File: config.mk
export PLATFORM = sky130hd
export DESIGN_NAME = knock_and_stillness_detector
export DESIGN_NICKNAME = d
export VERILOG_FILES = /design/src/knock_pkg.sv /design/src/knock_and_stillness_detector.sv /design/src/tick_divider.sv
export SDC_FILE = /design/constraint.sdc
export NUM_CORES = 1
export LEC_CHECK = 0
export ABC_AREA = 1
export BUFFER_PORTS_ARGS = -buffer_cell sky130_fd_sc_hd__buf_2
export CORE_ASPECT_RATIO = 0.7
export CORE_UTILIZATION = 35
export CTS_BUF_LIST = sky130_fd_sc_hd__clkbuf_16
export DETAILED_ROUTE_END_ITERATION = 16
export SYNTH_ARGS = -nofsm -noshare
export SYNTH_HDL_FRONTEND = slang
export SYNTH_SLANG_ARGS = --single-unit
File: constraint.sdc
create_clock -name aclk -period 4.1 [get_ports aclk]
set_clock_uncertainty 0.05 [all_clocks]
set_input_delay 0.41 -clock aclk [delete_from_list [all_inputs] [get_ports aclk]]
set_output_delay 0.41 -clock aclk [all_outputs]
set_load 0.05 [all_outputs]
File: src/knock_pkg.sv
package knock_pkg;

    // Bus and data widths
    localparam int AXI_ADDR_W = 12;
    localparam int AXI_DATA_W = 32;
    localparam int SAMPLE_W = 12;

    // Register indices; byte address is four times the index
    localparam logic [6:0] IDX_STILL_LEVEL_HIGH = 7'h3E;
    localparam logic [6:0] IDX_STILL_LEVEL_LOW = 7'h3F;
    localparam logic [6:0] IDX_STILL_TIME_HIGH = 7'h40;
    localparam logic [6:0] IDX_STILL_TIME_MID = 7'h41;
    localparam logic [6:0] IDX_STILL_TIME_LOW = 7'h42;
    localparam logic [6:0] IDX_KNOCK_LEVEL = 7'h43;
    localparam logic [6:0] IDX_KNOCK_MAX_LENGTH = 7'h44;
    localparam logic [6:0] IDX_KNOCK_GAP_DELAY = 7'h45;
    localparam logic [6:0] IDX_SECOND_KNOCK_WINDOW = 7'h46;
    localparam logic [6:0] IDX_KNOCK_SETUP = 7'h47;
    localparam logic [6:0] IDX_EVENT_STATUS = 7'h50;

    // Reset values
    localparam logic [7:0] RST_BYTE = 8'h00;

    // Field positions
    localparam int SETUP_AXIS_LSB = 0;
    localparam int SETUP_TRIPLE_BIT = 2;
    localparam int FLAG_TAP = 0;
    localparam int FLAG_DOUBLE = 1;
    localparam int FLAG_TRIPLE = 2;
    localparam int FLAG_STILL = 3;

    // Axis selection codes
    localparam logic [1:0] AXIS_X = 2'h0;
    localparam logic [1:0] AXIS_Y = 2'h1;
    localparam logic [1:0] AXIS_Z = 2'h2;

    // AXI responses
    localparam logic [1:0] RESP_OKAY = 2'h0;
    localparam logic [1:0] RESP_SLVERR = 2'h2;

    // Timing: one base tick, all units are whole multiples of it
    localparam int CLK_PERIOD_NS = 100;
    localparam int BASE_TICK_NS = 125000;
    localparam int BASE_TICK_CYCLES = BASE_TICK_NS / CLK_PERIOD_NS;
    localparam int STILL_UNIT_US = 500;
    localparam int KNOCK_LEN_UNIT_US = 625;
    localparam int KNOCK_GAP_UNIT_US = 1250;
    localparam int BASE_TICK_US = BASE_TICK_NS / 1000;
    localparam logic [2:0] STILL_UNIT_TICKS = 3'(STILL_UNIT_US / BASE_TICK_US);
    localparam logic [2:0] KNOCK_LEN_UNIT_TICKS = 3'(KNOCK_LEN_UNIT_US / BASE_TICK_US);
    localparam logic [3:0] KNOCK_GAP_UNIT_TICKS = 4'(KNOCK_GAP_UNIT_US / BASE_TICK_US);

    // One sample of all three axes
    typedef struct packed {
        logic valid;
        logic signed [SAMPLE_W-1:0] x;
        logic signed [SAMPLE_W-1:0] y;
        logic signed [SAMPLE_W-1:0] z;
    } sample_t;

    // Detected events, one-cycle pulses
    typedef struct packed {
        logic still;
        logic triple;
        logic double_tap;
        logic tap;
    } event_t;

    typedef enum logic [1:0] {
        KNOCK_IDLE,
        KNOCK_HIGH,
        KNOCK_LATENT,
        KNOCK_WINDOW
    } knock_state_t;

    // Whole state of the detector
    typedef struct packed {
        logic [10:0] still_level;
        logic [23:0] still_time;
        logic [7:0] knock_level;
        logic [7:0] knock_len;
        logic [7:0] knock_gap;
        logic [7:0] knock_win;
        logic [1:0] axis_sel;
        logic triple_en;
        logic [3:0] flags;
        logic quiet;
        logic above;
        logic [26:0] still_cnt;
        logic still_done;
        knock_state_t knock_st;
        logic [11:0] knock_cnt;
        logic [1:0] knock_num;
        logic too_long;
        event_t evt;
        logic bvalid;
        logic [1:0] bresp;
        logic rvalid;
        logic [31:0] rdata;
        logic [1:0] rresp;
    } det_state_t;

endpackage

File: src/knock_and_stillness_detector.sv
// How it works
// - Stillness only when all axes stay quiet
// - Stillness time 24 bits over three bytes
// - One stillness unit is 500 us
// - Nonzero time requires full quiet duration
// - Selected axis magnitude compared to knock level
// - Knock level scale is 500 mg
// - Zero knock level disables all knocks
// - Knock longer than max length is rejected
// - Gap delay before second knock window
// - Zero gap delay disables double knock
// - Second knock must fall within window
// - Stillness compares shifted magnitude to 11-bit level
// - High time byte sits below middle byte
// - Two-bit field selects X, Y or Z
// - One bit enables triple knock detection
//
// Design decision made here: the AXI4-Lite register port.
`timescale 1ns/1ps
module knock_and_stillness_detector
    import knock_pkg::*;
#(
    parameter int TICK_CYCLES = BASE_TICK_CYCLES
) (
    input wire logic aclk,
    input wire logic aresetn,
    input wire logic ce,
    input wire sample_t sample,
    output event_t events,
    output logic [3:0] flags,
    input wire logic [AXI_ADDR_W-1:0] s_axi_awaddr,
    input wire logic s_axi_awvalid,
    output logic s_axi_awready,
    input wire logic [AXI_DATA_W-1:0] s_axi_wdata,
    input wire logic [3:0] s_axi_wstrb,
    input wire logic s_axi_wvalid,
    output logic s_axi_wready,
    output logic [1:0] s_axi_bresp,
    output logic s_axi_bvalid,
    input wire logic s_axi_bready,
    input wire logic [AXI_ADDR_W-1:0] s_axi_araddr,
    input wire logic s_axi_arvalid,
    output logic s_axi_arready,
    output logic [AXI_DATA_W-1:0] s_axi_rdata,
    output logic [1:0] s_axi_rresp,
    output logic s_axi_rvalid,
    input wire logic s_axi_rready
);

    initial begin
        if (TICK_CYCLES < 2 || TICK_CYCLES > 65535) begin
            $error("knock_and_stillness_detector: TICK_CYCLES out of range");
        end
    end

    det_state_t st_ff;
    det_state_t nxt_st;
    logic tick;

    // 125 us base tick for every timer
    tick_divider #(
        .DIV(TICK_CYCLES)
    ) u_tick (
        .aclk(aclk),
        .aresetn(aresetn),
        .ce(ce),
        .tick(tick)
    );

    // Magnitude of a signed sample
    function automatic logic [SAMPLE_W-1:0] mag(input logic signed [SAMPLE_W-1:0] v);
        mag = v[SAMPLE_W-1] ? SAMPLE_W'(-v) : v;
    endfunction

    // Register read decode
    function automatic logic [31:0] read_reg(input det_state_t s, input logic [6:0] idx);
        read_reg = 32'h0000_0000;
        unique case (idx)
            IDX_STILL_LEVEL_HIGH: read_reg[2:0] = s.still_level[10:8];
            IDX_STILL_LEVEL_LOW: read_reg[7:0] = s.still_level[7:0];
            IDX_STILL_TIME_HIGH: read_reg[7:0] = s.still_time[23:16];
            IDX_STILL_TIME_MID: read_reg[7:0] = s.still_time[15:8];
            IDX_STILL_TIME_LOW: read_reg[7:0] = s.still_time[7:0];
            IDX_KNOCK_LEVEL: read_reg[7:0] = s.knock_level;
            IDX_KNOCK_MAX_LENGTH: read_reg[7:0] = s.knock_len;
            IDX_KNOCK_GAP_DELAY: read_reg[7:0] = s.knock_gap;
            IDX_SECOND_KNOCK_WINDOW: read_reg[7:0] = s.knock_win;
            IDX_KNOCK_SETUP: read_reg[2:0] = {s.triple_en, s.axis_sel};
            IDX_EVENT_STATUS: read_reg[3:0] = s.flags;
            default: read_reg = 32'h0000_0000;
        endcase
    endfunction

    // Mapped register test
    function automatic logic is_mapped(input logic [6:0] idx);
        is_mapped = (idx >= IDX_STILL_LEVEL_HIGH && idx <= IDX_KNOCK_SETUP) ||
            idx == IDX_EVENT_STATUS;
    endfunction

    logic [6:0] wr_idx;
    logic [6:0] rd_idx;
    logic wr_go;
    logic rd_go;
    logic [SAMPLE_W+3:0] shx;
    logic [SAMPLE_W+3:0] shy;
    logic [SAMPLE_W+3:0] shz;
    logic [SAMPLE_W-1:0] axis_mag;
    logic [7:0] knock_mag;
    logic [26:0] still_need;
    logic [11:0] len_limit;
    logic [11:0] gap_limit;
    logic [11:0] win_limit;
    logic [1:0] knock_next_num;
    event_t set_evt;
    logic [3:0] clr_bits;

    // Bus handshakes, write takes address and data together
    assign wr_idx = s_axi_awaddr[8:2];
    assign rd_idx = s_axi_araddr[8:2];
    assign wr_go = s_axi_awvalid & s_axi_wvalid & ~st_ff.bvalid & ce;
    assign rd_go = s_axi_arvalid & ~st_ff.rvalid & ce;
    assign s_axi_awready = wr_go;
    assign s_axi_wready = wr_go;
    assign s_axi_arready = rd_go;

    // Shifted magnitudes for stillness
    assign shx = {mag(sample.x), 4'h0};
    assign shy = {mag(sample.y), 4'h0};
    assign shz = {mag(sample.z), 4'h0};

    // Selected knock axis magnitude
    always_comb begin
        unique case (st_ff.axis_sel)
            AXIS_Y: axis_mag = mag(sample.y);
            AXIS_Z: axis_mag = mag(sample.z);
            default: axis_mag = mag(sample.x);
        endcase
    end
    assign knock_mag = axis_mag[SAMPLE_W-1:4];

    // Limits in base ticks
    assign still_need = 27'(st_ff.still_time) * 27'(STILL_UNIT_TICKS);
    assign len_limit = 12'(st_ff.knock_len) * 12'(KNOCK_LEN_UNIT_TICKS);
    assign gap_limit = 12'(st_ff.knock_gap) * 12'(KNOCK_GAP_UNIT_TICKS);
    assign win_limit = 12'(st_ff.knock_win) * 12'(KNOCK_GAP_UNIT_TICKS);
    assign knock_next_num = st_ff.knock_num + 2'h1;

    // Detector, register file and bus slave
    always_comb begin
        nxt_st = st_ff;
        set_evt = '0;
        clr_bits = 4'h0;

        // Sample-driven levels
        if (sample.valid) begin
            nxt_st.quiet = (shx < 16'(st_ff.still_level)) && (shy < 16'(st_ff.still_level)) &&
                (shz < 16'(st_ff.still_level));
            nxt_st.above = knock_mag > st_ff.knock_level;
        end

        // Stillness timer
        if (!st_ff.quiet) begin
            nxt_st.still_cnt = 27'h0;
            nxt_st.still_done = 1'b0;
        end else begin
            if (tick && st_ff.still_cnt != 27'h7FF_FFFF) begin
                nxt_st.still_cnt = st_ff.still_cnt + 27'h1;
            end
            if (!st_ff.still_done && st_ff.still_cnt >= still_need) begin
                set_evt.still = 1'b1;
                nxt_st.still_done = 1'b1;
            end
        end

        // Knock timer
        if (tick && st_ff.knock_cnt != 12'hFFF) begin
            nxt_st.knock_cnt = st_ff.knock_cnt + 12'h1;
        end

        // Knock sequence
        unique case (st_ff.knock_st)
            KNOCK_IDLE: begin
                nxt_st.knock_num = 2'h0;
                if (st_ff.above) begin
                    nxt_st.knock_st = KNOCK_HIGH;
                    nxt_st.knock_cnt = 12'h0;
                    nxt_st.too_long = 1'b0;
                end
            end
            KNOCK_HIGH: begin
                if (st_ff.knock_cnt > len_limit) begin
                    nxt_st.too_long = 1'b1;
                end
                if (!st_ff.above) begin
                    nxt_st.knock_cnt = 12'h0;
                    if (st_ff.too_long || st_ff.knock_cnt > len_limit) begin
                        nxt_st.knock_st = KNOCK_IDLE;
                    end else begin
                        nxt_st.knock_num = knock_next_num;
                        set_evt.tap = (knock_next_num == 2'h1);
                        set_evt.double_tap = (knock_next_num == 2'h2);
                        set_evt.triple = (knock_next_num == 2'h3);
                        if (st_ff.knock_gap == 8'h00 || knock_next_num == 2'h3 ||
                            (knock_next_num == 2'h2 && !st_ff.triple_en)) begin
                            nxt_st.knock_st = KNOCK_IDLE;
                        end else begin
                            nxt_st.knock_st = KNOCK_LATENT;
                        end
                    end
                end
            end
            KNOCK_LATENT: begin
                if (st_ff.knock_cnt >= gap_limit) begin
                    nxt_st.knock_st = KNOCK_WINDOW;
                    nxt_st.knock_cnt = 12'h0;
                end
            end
            KNOCK_WINDOW: begin
                if (st_ff.above) begin
                    nxt_st.knock_st = KNOCK_HIGH;
                    nxt_st.knock_cnt = 12'h0;
                    nxt_st.too_long = 1'b0;
                end else if (st_ff.knock_cnt >= win_limit) begin
                    nxt_st.knock_st = KNOCK_IDLE;
                end
            end
        endcase

        // Zero level keeps the knock detector parked
        if (st_ff.knock_level == 8'h00) begin
            nxt_st.knock_st = KNOCK_IDLE;
            set_evt.tap = 1'b0;
            set_evt.double_tap = 1'b0;
            set_evt.triple = 1'b0;
        end

        // Register writes, lane 0 only
        if (st_ff.bvalid && s_axi_bready) begin
            nxt_st.bvalid = 1'b0;
        end
        if (wr_go) begin
            nxt_st.bvalid = 1'b1;
            nxt_st.bresp = is_mapped(wr_idx) ? RESP_OKAY : RESP_SLVERR;
            if (s_axi_wstrb[0]) begin
                unique case (wr_idx)
                    IDX_STILL_LEVEL_HIGH: nxt_st.still_level[10:8] = s_axi_wdata[2:0];
                    IDX_STILL_LEVEL_LOW: nxt_st.still_level[7:0] = s_axi_wdata[7:0];
                    IDX_STILL_TIME_HIGH: nxt_st.still_time[23:16] = s_axi_wdata[7:0];
                    IDX_STILL_TIME_MID: nxt_st.still_time[15:8] = s_axi_wdata[7:0];
                    IDX_STILL_TIME_LOW: nxt_st.still_time[7:0] = s_axi_wdata[7:0];
                    IDX_KNOCK_LEVEL: nxt_st.knock_level = s_axi_wdata[7:0];
                    IDX_KNOCK_MAX_LENGTH: nxt_st.knock_len = s_axi_wdata[7:0];
                    IDX_KNOCK_GAP_DELAY: nxt_st.knock_gap = s_axi_wdata[7:0];
                    IDX_SECOND_KNOCK_WINDOW: nxt_st.knock_win = s_axi_wdata[7:0];
                    IDX_KNOCK_SETUP: begin
                        nxt_st.axis_sel = s_axi_wdata[SETUP_AXIS_LSB +: 2];
                        nxt_st.triple_en = s_axi_wdata[SETUP_TRIPLE_BIT];
                    end
                    IDX_EVENT_STATUS: clr_bits = s_axi_wdata[3:0];
                    default: clr_bits = 4'h0;
                endcase
            end
        end

        // Sticky flags, set wins over clear
        nxt_st.flags = (st_ff.flags & ~clr_bits) |
            {set_evt.still, set_evt.triple, set_evt.double_tap, set_evt.tap};
        nxt_st.evt = set_evt;

        // Register reads
        if (st_ff.rvalid && s_axi_rready) begin
            nxt_st.rvalid = 1'b0;
        end
        if (rd_go) begin
            nxt_st.rvalid = 1'b1;
            nxt_st.rdata = read_reg(st_ff, rd_idx);
            nxt_st.rresp = is_mapped(rd_idx) ? RESP_OKAY : RESP_SLVERR;
        end
    end

    // State register, frozen while ce is low
    always_ff @(posedge aclk) begin
        if (!aresetn) begin
            st_ff <= '0;
            st_ff.knock_st <= KNOCK_IDLE;
        end else if (ce) begin
            st_ff <= nxt_st;
        end
    end

    assign events = st_ff.evt;
    assign flags = st_ff.flags;
    assign s_axi_bvalid = st_ff.bvalid;
    assign s_axi_bresp = st_ff.bresp;
    assign s_axi_rvalid = st_ff.rvalid;
    assign s_axi_rdata = st_ff.rdata;
    assign s_axi_rresp = st_ff.rresp;

endmodule // knock_and_stillness_detector

File: src/tick_divider.sv
`timescale 1ns/1ps
module tick_divider
    import knock_pkg::*;
#(
    parameter int DIV = BASE_TICK_CYCLES
) (
    input wire logic aclk,
    input wire logic aresetn,
    input wire logic ce,
    output logic tick
);

    initial begin
        if (DIV < 2 || DIV > 65535) begin
            $error("tick_divider: DIV out of range");
        end
    end

    logic [15:0] cnt_ff;
    logic [15:0] nxt_cnt;
    logic tick_ff;
    logic nxt_tick;

    // Free-running count, one pulse per period
    always_comb begin
        nxt_tick = 1'b0;
        nxt_cnt = cnt_ff + 16'h0001;
        if (cnt_ff == 16'(DIV - 1)) begin
            nxt_cnt = 16'h0000;
            nxt_tick = 1'b1;
        end
    end

    always_ff @(posedge aclk) begin
        if (!aresetn) begin
            cnt_ff <= 16'h0000;
            tick_ff <= 1'b0;
        end else if (ce) begin
            cnt_ff <= nxt_cnt;
            tick_ff <= nxt_tick;
        end
    end

    assign tick = tick_ff & ce;

endmodule // tick_divider
==> impl_metrics.csv, run 1 <==
group,metric,value,unit
die,die_h,156,um
placement,gp_congestion,0.961,
cells_and_area,ff_latch_area,0.00308,sq mm
outcome,status,"finished, final reports clean",
critical_path,critPathTopFamily,"adder cells",
sta,report.final.slew_viol_count,0,
critical_path,path_class,"flip-flop to flip-flop",
sta,final_hold_viol_count,0,
synthesis,synthesis.area_per_instance,6.90,sq um
power_and_ir_drop,comb_power_share,12.7,%
synthesis,synth-seq-area-share,26.1,%
critical_path,slowest_delay,0.44,ns
global_routing,grt_max_degree,76,
clocking,cts-buffers-inserted,17,
clocking,post_cts_hold_buffer_count,0,
power_and_ir_drop,net-switching-power,994,uW
die,floorplan_die_width,222,um
synthesis,synth-main-ff-cell,"dfxtp_1",
power_and_ir_drop,max-vdd-ir-drop,0.000270,V
critical_path,critPathSlowestCell,"dfxtp_1",
critical_path,critPathRequiredTime,4.39,ns
sta,timing.max_slew.rel_slack,34.5,%
clocking,worstSkewPairLatency,0.45,ns
global_routing,gr-usage-all-layers,20.3,%
sta,fin_setup_tns,0,ns
synthesis,synth_seq_cells,154,
run,maxCapViolations,0,
die,die_area,0.0345,sq mm
sta,rsz0062_at_grt,"false",
placement,io_buffer_count,90,
synthesis,ys.warnings.count,0,
clocking,cts_resized,0,
power_and_ir_drop,seqPwrFrac,44.8,%
sta,worst_slew_pin_slew,0.975,ns
clocking,h-tree-depth,4,
clocking,clk_pin_slew,0.06,ns
drt,drc_errors,0,
power_and_ir_drop,clkPwrFrac,42.6,%
drt,detail_route.iter0.violations,952,
critical_path,crit_path_end_kind,"flip-flop",
critical_path,crit_path_start_kind,"flip-flop",
power_and_ir_drop,intPower,2.38,mW
power_and_ir_drop,power-per-cell-area,261,mW/mm^2
hold_path,min_path_type,"primary input to flip-flop",
critical_path,buffer_and_inverter_count_on_the_worst_path,2,
sta,fmaxAchievable,281,MHz
cells_and_area,syn2layout_area_growth,9.29,%
global_routing,global_route.overflow_total,0,
synthesis,postSynthCellCount,1712,
placement,detailed_place_hpwl,28000,um
die,core,0.0328,sq mm
global_routing,global_route_wire_length_before_repair,54400,um
synthesis,synth_edf_count,0,
cells_and_area,drive_above_1_share,9.02,%
power_and_ir_drop,total_leakage_power,5.80,nW
cells_and_area,num-nets-final,2021,
clocking,postCtsSetupRepairBufs,0,
clocking,clockRootBuffer,"clkbuf_16",
synthesis,post_synth_instance_area,0.0118,sq mm
drt,route.antenna.remaining_nets,0,
drt,routed_wirelength,35100,um
synthesis,synth-async-reset-ratio,0,%
sta,final_worst_path_period_share,86.7,%
critical_path,timing.critical_path.cells,"ha_1 -> ha_1 -> inv_1 -> fa_1 -> o21ai_0 -> nand2_1 -> nand2_1 -> a21oi_1 -> xor2_1 -> ha_1 -> nand4_1 -> nor2_1 -> nand4_1 -> nand2_1 -> nand3_1 -> inv_1 -> nand4_1 -> a21oi_1",
drt,routedWlPerCell,15.9,um
clocking,tritoncts,"yes",
die,ioPinCount,154,
die,row_count,55,
drt,via_count,11178,
clocking,cts_buffer_depth,2,
clocking,cts_num_sinks,154,
global_routing,first_global_vias,10107,
cells_and_area,multi_input_comb_area,0.00730,sq mm
sta,finalSetupViolations,0,
die,initial_utilization,36.0,%
cells_and_area,insertedDiodeCount,0,
critical_path,critPathArrivalTime,3.84,ns
synthesis,number_of_different_library_cells_in_the_post_synthesis_netlist,60,
drt,firstDrtPassIters,6,
power_and_ir_drop,p_sw_share,29.5,%
drt,avgViaCountPerCell,5.06,
sta,final.min_clock_period,3.56,ns
global_routing,grt_antenna_before_repair,0,
cells_and_area,fillers,3450,
critical_path,critical_path.max_fanout,3,
cells_and_area,fin_util,39.4,%
==> synthesized netlist by cell type, drive strengths merged, types with 31 or more instances <==
| library cell | n | area, sq um |
|---|---|---|
| inv | 263 | 987 |
| o22ai | 31 | 194 |
| ha | 139 | 1740 |
| dfxtp | 154 | 3080 |
| o21ai | 128 | 648 |
| nor3 | 39 | 243 |
| nand3 | 74 | 403 |
| nor2 | 172 | 684 |
| xor2 | 36 | 315 |
| a21oi | 171 | 863 |
| nand2 | 306 | 1170 |
| nand4 | 42 | 323 |
| buf | 57 | 443 |
==> state kept, by name (all words and copies together) (netlist names) <==
name            cells
u_tick.cnt_ff      16
events              4
st_ff             117
flags               4
s_axi_rresp         1
s_axi_bvalid        1
s_axi_rvalid        1
s_axi_rdata         8
u_tick.tick_ff      1
s_axi_bresp         1
==> cells by family after synthesis <==
family,Yosys count,share of synthesized area [%]
buf+inv,342,12.8
xor+xnor,44,3.26
compound gates,372,17.2
flops,154,26.1
fa+ha+maj,142,15.2
other cells,1,0.0318
simple gates,657,25.3
==> area by class of cell <==
cell class | count | share of cell area (%)
flip-flops and latches | 154 | 23.9
repair buffers | 94 | 3.72
multi-input cells | 1241 | 56.6
inverters | 266 | 7.75
clock buffers | 17 | 3.30
clock inverters | 12 | 0.601
well taps | 427 | 4.14
==> worst register-to-register path, delay by kind of cell (launching register included) <==
| family | cells | cell delay [ns] |
|---|---|---|
| simple gates | 8 | 1.04 |
| flops | 1 | 0.44 |
| fa+ha+maj | 4 | 1.07 |
| xor+xnor | 1 | 0.14 |
| compound gates | 3 | 0.54 |
| buf+inv | 2 | 0.17 |
==> per-stage QoR <==
| step | instances | total power, mW | hold WS [ns] | setup WS (ns) | area [sq um] |
|---|---|---|---|---|---|
| 2_1_floorplan | 1737 | 1.85 | 0.378 | 0.979 | 11900 |
| 3_3_place_gp | 2182 | 1.96 | 0.388 | 0.560 | 12400 |
| 3_5_place_dp | 2182 | 1.96 | 0.399 | 0.567 | 12400 |
| 4_1_cts | 2211 | 3.40 | 0.172 | 0.559 | 12900 |
| 5_1_grt | 2211 | 3.51 | 0.184 | 0.172 | 12900 |
| 6_report | 2211 | 3.37 | 0.179 | 0.544 | 12900 |
==> layout by cell type, fill, tap and decap left out, drive strengths merged, types with 2 or more instances in the layout <==
cell type,instances
o211ai,3
nor3b,4
conb,26
o311ai,2
nand3,74
a31oi,4
xnor2,8
a21o,2
a211oi,14
nor2,172
fa,3
nand3b,5
or2,4
inv,267
clkinv,8
clkbuf,17
o221ai,2
xor2,36
nor4,8
dfxtp,154
clkinvlp,3
o21ai,128
a21oi,171
o22ai,31
nand2,306
o31ai,3
o21a,5
nor3,39
buf,94
nand4,42
ha,139
==> final timing paths <==
check                 end  cells after the start          from  slack (ns)
min reg2reg     st_ff[59]                      2     st_ff[59]        0.41
max             events[0]                     18    st_ff[112]        0.54
min          s_axi_bvalid                      4  s_axi_bready        0.18
max reg2reg     events[0]                     18    st_ff[112]        0.54
==> power groups by stage <==
stage	combinational (mW)	sequential, mW	clock [mW]
final	0.427	1.51	1.44
after global routing	0.475	1.51	1.52
after CTS	0.422	1.51	1.46
after detailed placement	0.420	1.54	0
after global placement	0.414	1.54	0
after floorplan	0.303	1.55	0
==> per-layer routing <==
layer	routed length, um	share of wire, %	up-vias	global-route usage, %
li1	-	-	5765	-
met1	17600	50	5085	28.6
met2	14700	42	295	30.5
met3	2500	7.1	33	5.61
met4	390	1.1	0	4.33
met5	0	0	-	0
No activity file was read; power rests on OpenSTA's default activity.
==> run 2: changes to the inputs <==
--- a/config.mk
+++ b/config.mk
@@ -6,11 +6,11 @@
 export NUM_CORES = 1
 export LEC_CHECK = 0
 export ABC_AREA = 1
-export BUFFER_PORTS_ARGS = -buffer_cell sky130_fd_sc_hd__buf_2
 export CORE_ASPECT_RATIO = 0.7
 export CORE_UTILIZATION = 35
 export CTS_BUF_LIST = sky130_fd_sc_hd__clkbuf_16
 export DETAILED_ROUTE_END_ITERATION = 16
+export DONT_BUFFER_PORTS = 1
 export SYNTH_ARGS = -nofsm -noshare
 export SYNTH_HDL_FRONTEND = slang
 export SYNTH_SLANG_ARGS = --single-unit
==> constraint.sdc (replaced) <==
create_clock -name aclk -period 4.1 [get_ports aclk]
set_clock_uncertainty 0.05 [all_clocks]
set_input_delay 0.205 -clock aclk [delete_from_list [all_inputs] [get_ports aclk]]
set_output_delay 0.205 -clock aclk [all_outputs]
set_load 0.05 [all_outputs]
==> run 2 against run 1 <==
  * Worst hold slack worse by 0.16 ns
  * Via count shrank 1.3%
  * Routed wire length rose by 0.53%
  * Power rose by 3.2%
  * Global-route usage rose by 0.21 points
  * Clock power grew 10%
  * Final area fell by 1.2%
  * Sequential cell count unchanged
==> impl_metrics.csv, run 2 (same netlist as run 1, synthesis figures left out) <==
group,metric,value,unit
cells_and_area,syn2layout_area_growth,7.99,%
power_and_ir_drop,totalPowerFinal,3.48,mW
die,floorplan_die_width,222,um
placement,gp_congestion,0.946,
sta,finalSetupViolations,0,
global_routing,global_route_wire_length_before_repair,54600,um
critical_path,critPathTopFamily,"simple AND/OR/NAND/NOR gates",
die,die_h,156,um
clocking,clk_pin_slew,0.07,ns
clocking,cts_buffer_depth,2,
clocking,clockRootBuffer,"clkbuf_16",
sta,worst_slew_pin_slew,1.08,ns
clocking,h-tree-depth,4,
placement,io_buffer_count,0,
sta,final_worst_path_period_share,92.0,%
sta,final.min_clock_period,3.77,ns
cells_and_area,largest_register,"st_ff",
drt,routedWlPerCell,16.5,um
power_and_ir_drop,power-per-cell-area,273,mW/mm^2
cells_and_area,layout_commonest_cell,"nand2_1",
power_and_ir_drop,max-vdd-ir-drop,0.000264,V
cells_and_area,largest_register_ffs,117,
critical_path,critPathSlowestCell,"dlygate4sd3_1",
cells_and_area,fin_util,38.9,%
critical_path,crit_path_start_kind,"flip-flop",
hold_path,min_path_type,"primary input to flip-flop",
drt,detail_route.iter0.violations,1025,
die,ioPinCount,154,
sta,fmaxAchievable,265,MHz
drt,routed_wirelength,35300,um
global_routing,grt_antenna_before_repair,1,
cells_and_area,num-nets-final,1946,
cells_and_area,fillers,3432,
global_routing,first_global_vias,9782,
placement,dpl_worst_slack,0.558,ns
outcome,status,"finished, final reports clean",
global_routing,global_route.overflow_total,0,
critical_path,buffer_and_inverter_count_on_the_worst_path,1,
critical_path,critPathArrivalTime,4.06,ns
drt,route.antenna.remaining_nets,0,
drt,drc_errors,0,
critical_path,timing.critical_path.cells,"ha_1 -> ha_1 -> a21oi_1 -> nand2_1 -> a21oi_1 -> nor2_1 -> nor2_2 -> nor2_1 -> o21ai_1 -> ha_1 -> a21o_1 -> nor2_1 -> nand2_1 -> nor2_1 -> nand4_1 -> nand2_1 -> nor2_1 -> nand2_1 -> nand2_1 -> nand2_1 -> dlygate4sd3_1 -> nor2_1",
drt,avgViaCountPerCell,5.16,
drt,via_count,11034,
sta,report.final.slew_viol_count,0,
critical_path,path_class,"flip-flop to flip-flop",
global_routing,gr-usage-all-layers,20.5,%
clocking,cts_num_sinks,154,
die,row_count,55,
sta,timing.final.ws_setup,0.330,ns
drt,firstDrtPassIters,5,
sta,timing.max_slew.rel_slack,27.9,%
die,die_area,0.0345,sq mm
cells_and_area,ff_latch_area,0.00309,sq mm
critical_path,crit_path_end_kind,"flip-flop",
clocking,cts-buffers-inserted,17,
clocking,tritoncts,"yes",
cells_and_area,drive_above_1_share,5.32,%
run,maxCapViolations,0,
cells_and_area,layout_common_cells,"nand2_1, inv_1, a21oi_1",
critical_path,critical_path.max_fanout,4,
clocking,postCtsSetupRepairBufs,0,
clocking,worstSkewPairLatency,0.46,ns
power_and_ir_drop,total_leakage_power,5.52,nW
die,core,0.0328,sq mm
critical_path,critPathRequiredTime,4.39,ns
placement,detailed_place_hpwl,27600,um
sta,final_hold_viol_count,0,
die,initial_utilization,36.0,%
critical_path,slowest_delay,0.54,ns
cells_and_area,multi_input_comb_area,0.00736,sq mm
global_routing,grt_max_degree,75,
run 2: worst paths after layout:
check / endpoint / slack, ns / cells past startpoint / from
max reg2reg: st_ff[57] / 0.33 / 22 / st_ff[99]
min: st_ff[133] / 0.02 / 2 / s_axi_awaddr[3]
max: st_ff[57] / 0.33 / 22 / st_ff[99]
min reg2reg: st_ff[59] / 0.41 / 2 / st_ff[59]
run 2: worst reg2reg max path, stage by stage (launching register included):
cell,delay [ns]
dfxtp_2,0.35
ha_1,0.30
ha_1,0.35
a21oi_1,0.16
nand2_1,0.10
a21oi_1,0.13
nor2_1,0.06
nor2_2,0.13
nor2_1,0.05
o21ai_1,0.17
ha_1,0.28
a21o_1,0.16
nor2_1,0.09
nand2_1,0.06
nor2_1,0.18
nand4_1,0.10
nand2_1,0.07
nor2_1,0.05
nand2_1,0.11
nand2_1,0.07
nand2_1,0.05
dlygate4sd3_1,0.55
nor2_1,0.04
run 2: area by class of cell:
class	count	share of cell area, %
multi-input cells	1241	57.7
flip-flops and latches	154	24.2
inverters	266	7.84
well taps	427	4.19
clock buffers	17	3.34
repair buffers	19	1.61
clock inverters	15	1.09
diodes	1	0.0196
run 2: timing repair:
item                                   4_1_cts  5_1_grt
endpoints found under the hold margin       94        0
setup endpoints to repair                    0        1
gates resized for setup                      0       19
hold buffers                                18        0
run 2: metrics by stage:
step | cell area (sq um) | hold WS [ns] | instances | setup TNS, ns
after floorplan | 11900 | 0.304 | 1737 | 0
after global placement | 11900 | 0.309 | 2089 | 0
after detailed placement | 11900 | 0.313 | 2089 | 0
after CTS | 12700 | 0.00230 | 2139 | 0
after global routing | 12700 | 0.0263 | 2139 | -0.0182
final | 12800 | 0.0153 | 2140 | 0
run 2: where the power goes:
part / switching, mW / leakage [nW] / internal, mW
Combinational: 0.272 / 4.00 / 0.105
Sequential: 0.0157 / 1.24 / 1.50
Clock: 0.740 / 0.276 / 0.846
run 2: metal layers:
metal / vias up / share of wire, % / GRT usage [%] / wire length [um]
met3: 28 / 7.6 / 4.03 / 2700
met2: 337 / 42 / 29.9 / 14700
met1: 5059 / 50 / 30.6 / 17500
li1: 5610 / - / - / -
met4: 0 / 1.0 / 4.53 / 353
met5: - / 0 / 0 / 0
==> run 3: changes to the inputs <==
==> constraint.sdc (replaced) <==
create_clock -name aclk -period 3.7 [get_ports aclk]
set_clock_uncertainty 0.05 [all_clocks]
set_input_delay 0.185 -clock aclk [delete_from_list [all_inputs] [get_ports aclk]]
set_output_delay 0.185 -clock aclk [all_outputs]
set_load 0.05 [all_outputs]
==> run 3 against run 2 <==
  * Global-route usage up 0.086 points
  * First-iteration DRC count up 5.7%
  * Critical path depth shrank 3
  * Core utilization grew 0.10 points
  * Routed wire length is 0.96% higher
  * Final area is 0.27% higher
  * Non-clock buffer count increased by 5
  * Sequential cell count unchanged
  * Power up 13%
  * Worst hold slack better by 0.0046 ns
  * Critical endpoint is now st_ff[43]
  * Largest power group unchanged
==> impl_metrics.csv, run 3 (same netlist as run 1, synthesis figures left out) <==
group,metric,value,unit
outcome,status,"finished, final reports clean",
power_and_ir_drop,net-switching-power,1.09,mW
clocking,clockRootBuffer,"clkbuf_16",
hold_path,min_path_type,"primary input to flip-flop",
sta,final_worst_path_period_share,92.5,%
clocking,cts-buffers-inserted,17,
clocking,worstSkewPairLatency,0.45,ns
die,die_h,156,um
critical_path,critPathSlowestCell,"ha_1",
power_and_ir_drop,max-vdd-ir-drop,0.000272,V
critical_path,slowest_delay,0.36,ns
clocking,clk_pin_slew,0.07,ns
critical_path,critPathRequiredTime,3.98,ns
global_routing,first_global_vias,9953,
sta,final.min_clock_period,3.42,ns
cells_and_area,layout_common_cells,"nand2_1, inv_1, a21oi_1",
drt,routed_wirelength,35600,um
placement,gp_congestion,0.942,
cells_and_area,largest_register,"st_ff",
critical_path,critical_path.max_fanout,4,
cells_and_area,insertedDiodeCount,0,
power_and_ir_drop,seqPwrFrac,42.7,%
die,row_count,55,
drt,firstDrtPassIters,6,
power_and_ir_drop,total_leakage_power,5.56,nW
power_and_ir_drop,totalPowerFinal,3.94,mW
sta,final_hold_viol_count,0,
cells_and_area,fin_util,39.0,%
power_and_ir_drop,clkPwrFrac,46.5,%
die,floorplan_die_width,222,um
cells_and_area,drive_above_1_share,4.60,%
clocking,tritoncts,"yes",
sta,report.final.slew_viol_count,0,
drt,route.antenna.remaining_nets,0,
cells_and_area,fillers,3413,
clocking,cts_num_sinks,154,
global_routing,global_route.overflow_total,0,
die,initial_utilization,36.0,%
die,core,0.0328,sq mm
sta,fin_setup_tns,0,ns
global_routing,grt_antenna_before_repair,1,
global_routing,grt_max_degree,75,
cells_and_area,syn2layout_area_growth,8.28,%
critical_path,path_class,"flip-flop to flip-flop",
clocking,postCtsSetupRepairBufs,0,
sta,fmaxAchievable,292,MHz
drt,routedWlPerCell,16.6,um
die,ioPinCount,154,
clocking,cts_buffer_depth,2,
run,maxCapViolations,0,
critical_path,timing.critical_path.cells,"ha_1 -> ha_1 -> nand3_1 -> nand2_1 -> a21oi_1 -> o21ai_0 -> inv_1 -> nor2_1 -> o21ai_1 -> ha_1 -> nand4_1 -> nor2_1 -> nand4_1 -> nand2_1 -> nand3_1 -> o21ai_1 -> nand2_1 -> o21ai_0 -> nor2_1",
drt,avgViaCountPerCell,5.17,
power_and_ir_drop,power-per-cell-area,308,mW/mm^2
global_routing,gr-usage-all-layers,20.6,%
power_and_ir_drop,p_sw_share,27.8,%
die,die_area,0.0345,sq mm
sta,worst_slew_pin_slew,0.948,ns
power_and_ir_drop,comb_power_share,10.8,%
cells_and_area,num-nets-final,1951,
sta,rsz0062_at_grt,"false",
sta,timing.max_slew.rel_slack,36.3,%
sta,finalSetupViolations,0,
placement,detailed_place_hpwl,27800,um
cells_and_area,layout_commonest_cell,"nand2_1",
global_routing,global_route_wire_length_before_repair,54900,um
clocking,h-tree-depth,4,
power_and_ir_drop,intPower,2.85,mW
critical_path,critPathArrivalTime,3.71,ns
placement,io_buffer_count,0,
drt,detail_route.iter0.violations,1083,
drt,drc_errors,0,
critical_path,crit_path_start_kind,"flip-flop",
cells_and_area,largest_register_ffs,117,
drt,via_count,11074,
critical_path,crit_path_end_kind,"flip-flop",
sta,whs,0.0199,ns
run 3: changes by cell type in the layout (fill, tap and decap cells not counted), sizes merged:
cell	change
buf	+3
bufinv	+2
dlygate4sd3	+2
clkinvlp	-2
diode	-1
clkinv	+1
inv	-2
run 3: path summary, 6_finish.rpt:
| path | depth (start not counted) | end | slack (ns) | start |
|---|---|---|---|---|
| setup / recovery | 19 | st_ff[43] | 0.28 | st_ff[115] |
| hold / removal | 2 | u_tick.cnt_ff[6] | 0.02 | aresetn |
| setup reg to reg | 19 | st_ff[43] | 0.28 | st_ff[115] |
| hold reg to reg | 2 | st_ff[59] | 0.41 | st_ff[59] |
run 3: stage by stage:
step / area, sq um / cells / worst slack (ns)
detailed placement: 12000 / 2092 / 0.164
CTS: 12800 / 2143 / 0.153
finish: 12800 / 2143 / 0.278
global placement: 12000 / 2092 / 0.223
floorplan: 11900 / 1737 / 0.579
global route: 12800 / 2143 / 0.0168
run 3: final cells by class:
cell class | count | area [sq um] | area share (%)
Clock inverter | 14 | 170 | 1.33
Timing Repair Buffer | 24 | 248 | 1.94
Inverter | 266 | 1000 | 7.82
Clock buffer | 17 | 425 | 3.33
Tap cell | 427 | 534 | 4.18
Sequential cell | 154 | 3080 | 24.1
Multi-Input combinational cell | 1241 | 7320 | 57.3
run 3: worst max-delay path: cells and delay by family (launching register included):
family	cells	cell delay (ns)
buf+inv	1	0.08
flops	1	0.34
simple gates	10	1.09
fa+ha+maj	3	0.99
compound gates	5	0.77
run 3: timing repair:
| item | 4_1_cts | 5_1_grt |
|---|---|---|
| setup endpoints to repair | 0 | 22 |
| hold endpoints to repair | 97 | 0 |
| gates resized for setup | 0 | 10 |
| hold buffers | 20 | 0 |
run 3: per-layer routing:
metal	track usage (%)	share of wire [%]
met1	29.5	49
met2	30.9	42
met3	5.33	8.5
met4	3.94	1.3
met5	0	0
run 3: power groups by stage:
stage | Clock, mW | Sequential, mW | Combinational (mW)
final | 1.83 | 1.68 | 0.425
after global routing | 1.93 | 1.68 | 0.467
after CTS | 1.85 | 1.68 | 0.416
after detailed placement | 0 | 1.72 | 0.365
after global placement | 0 | 1.72 | 0.357
after floorplan | 0 | 1.71 | 0.335
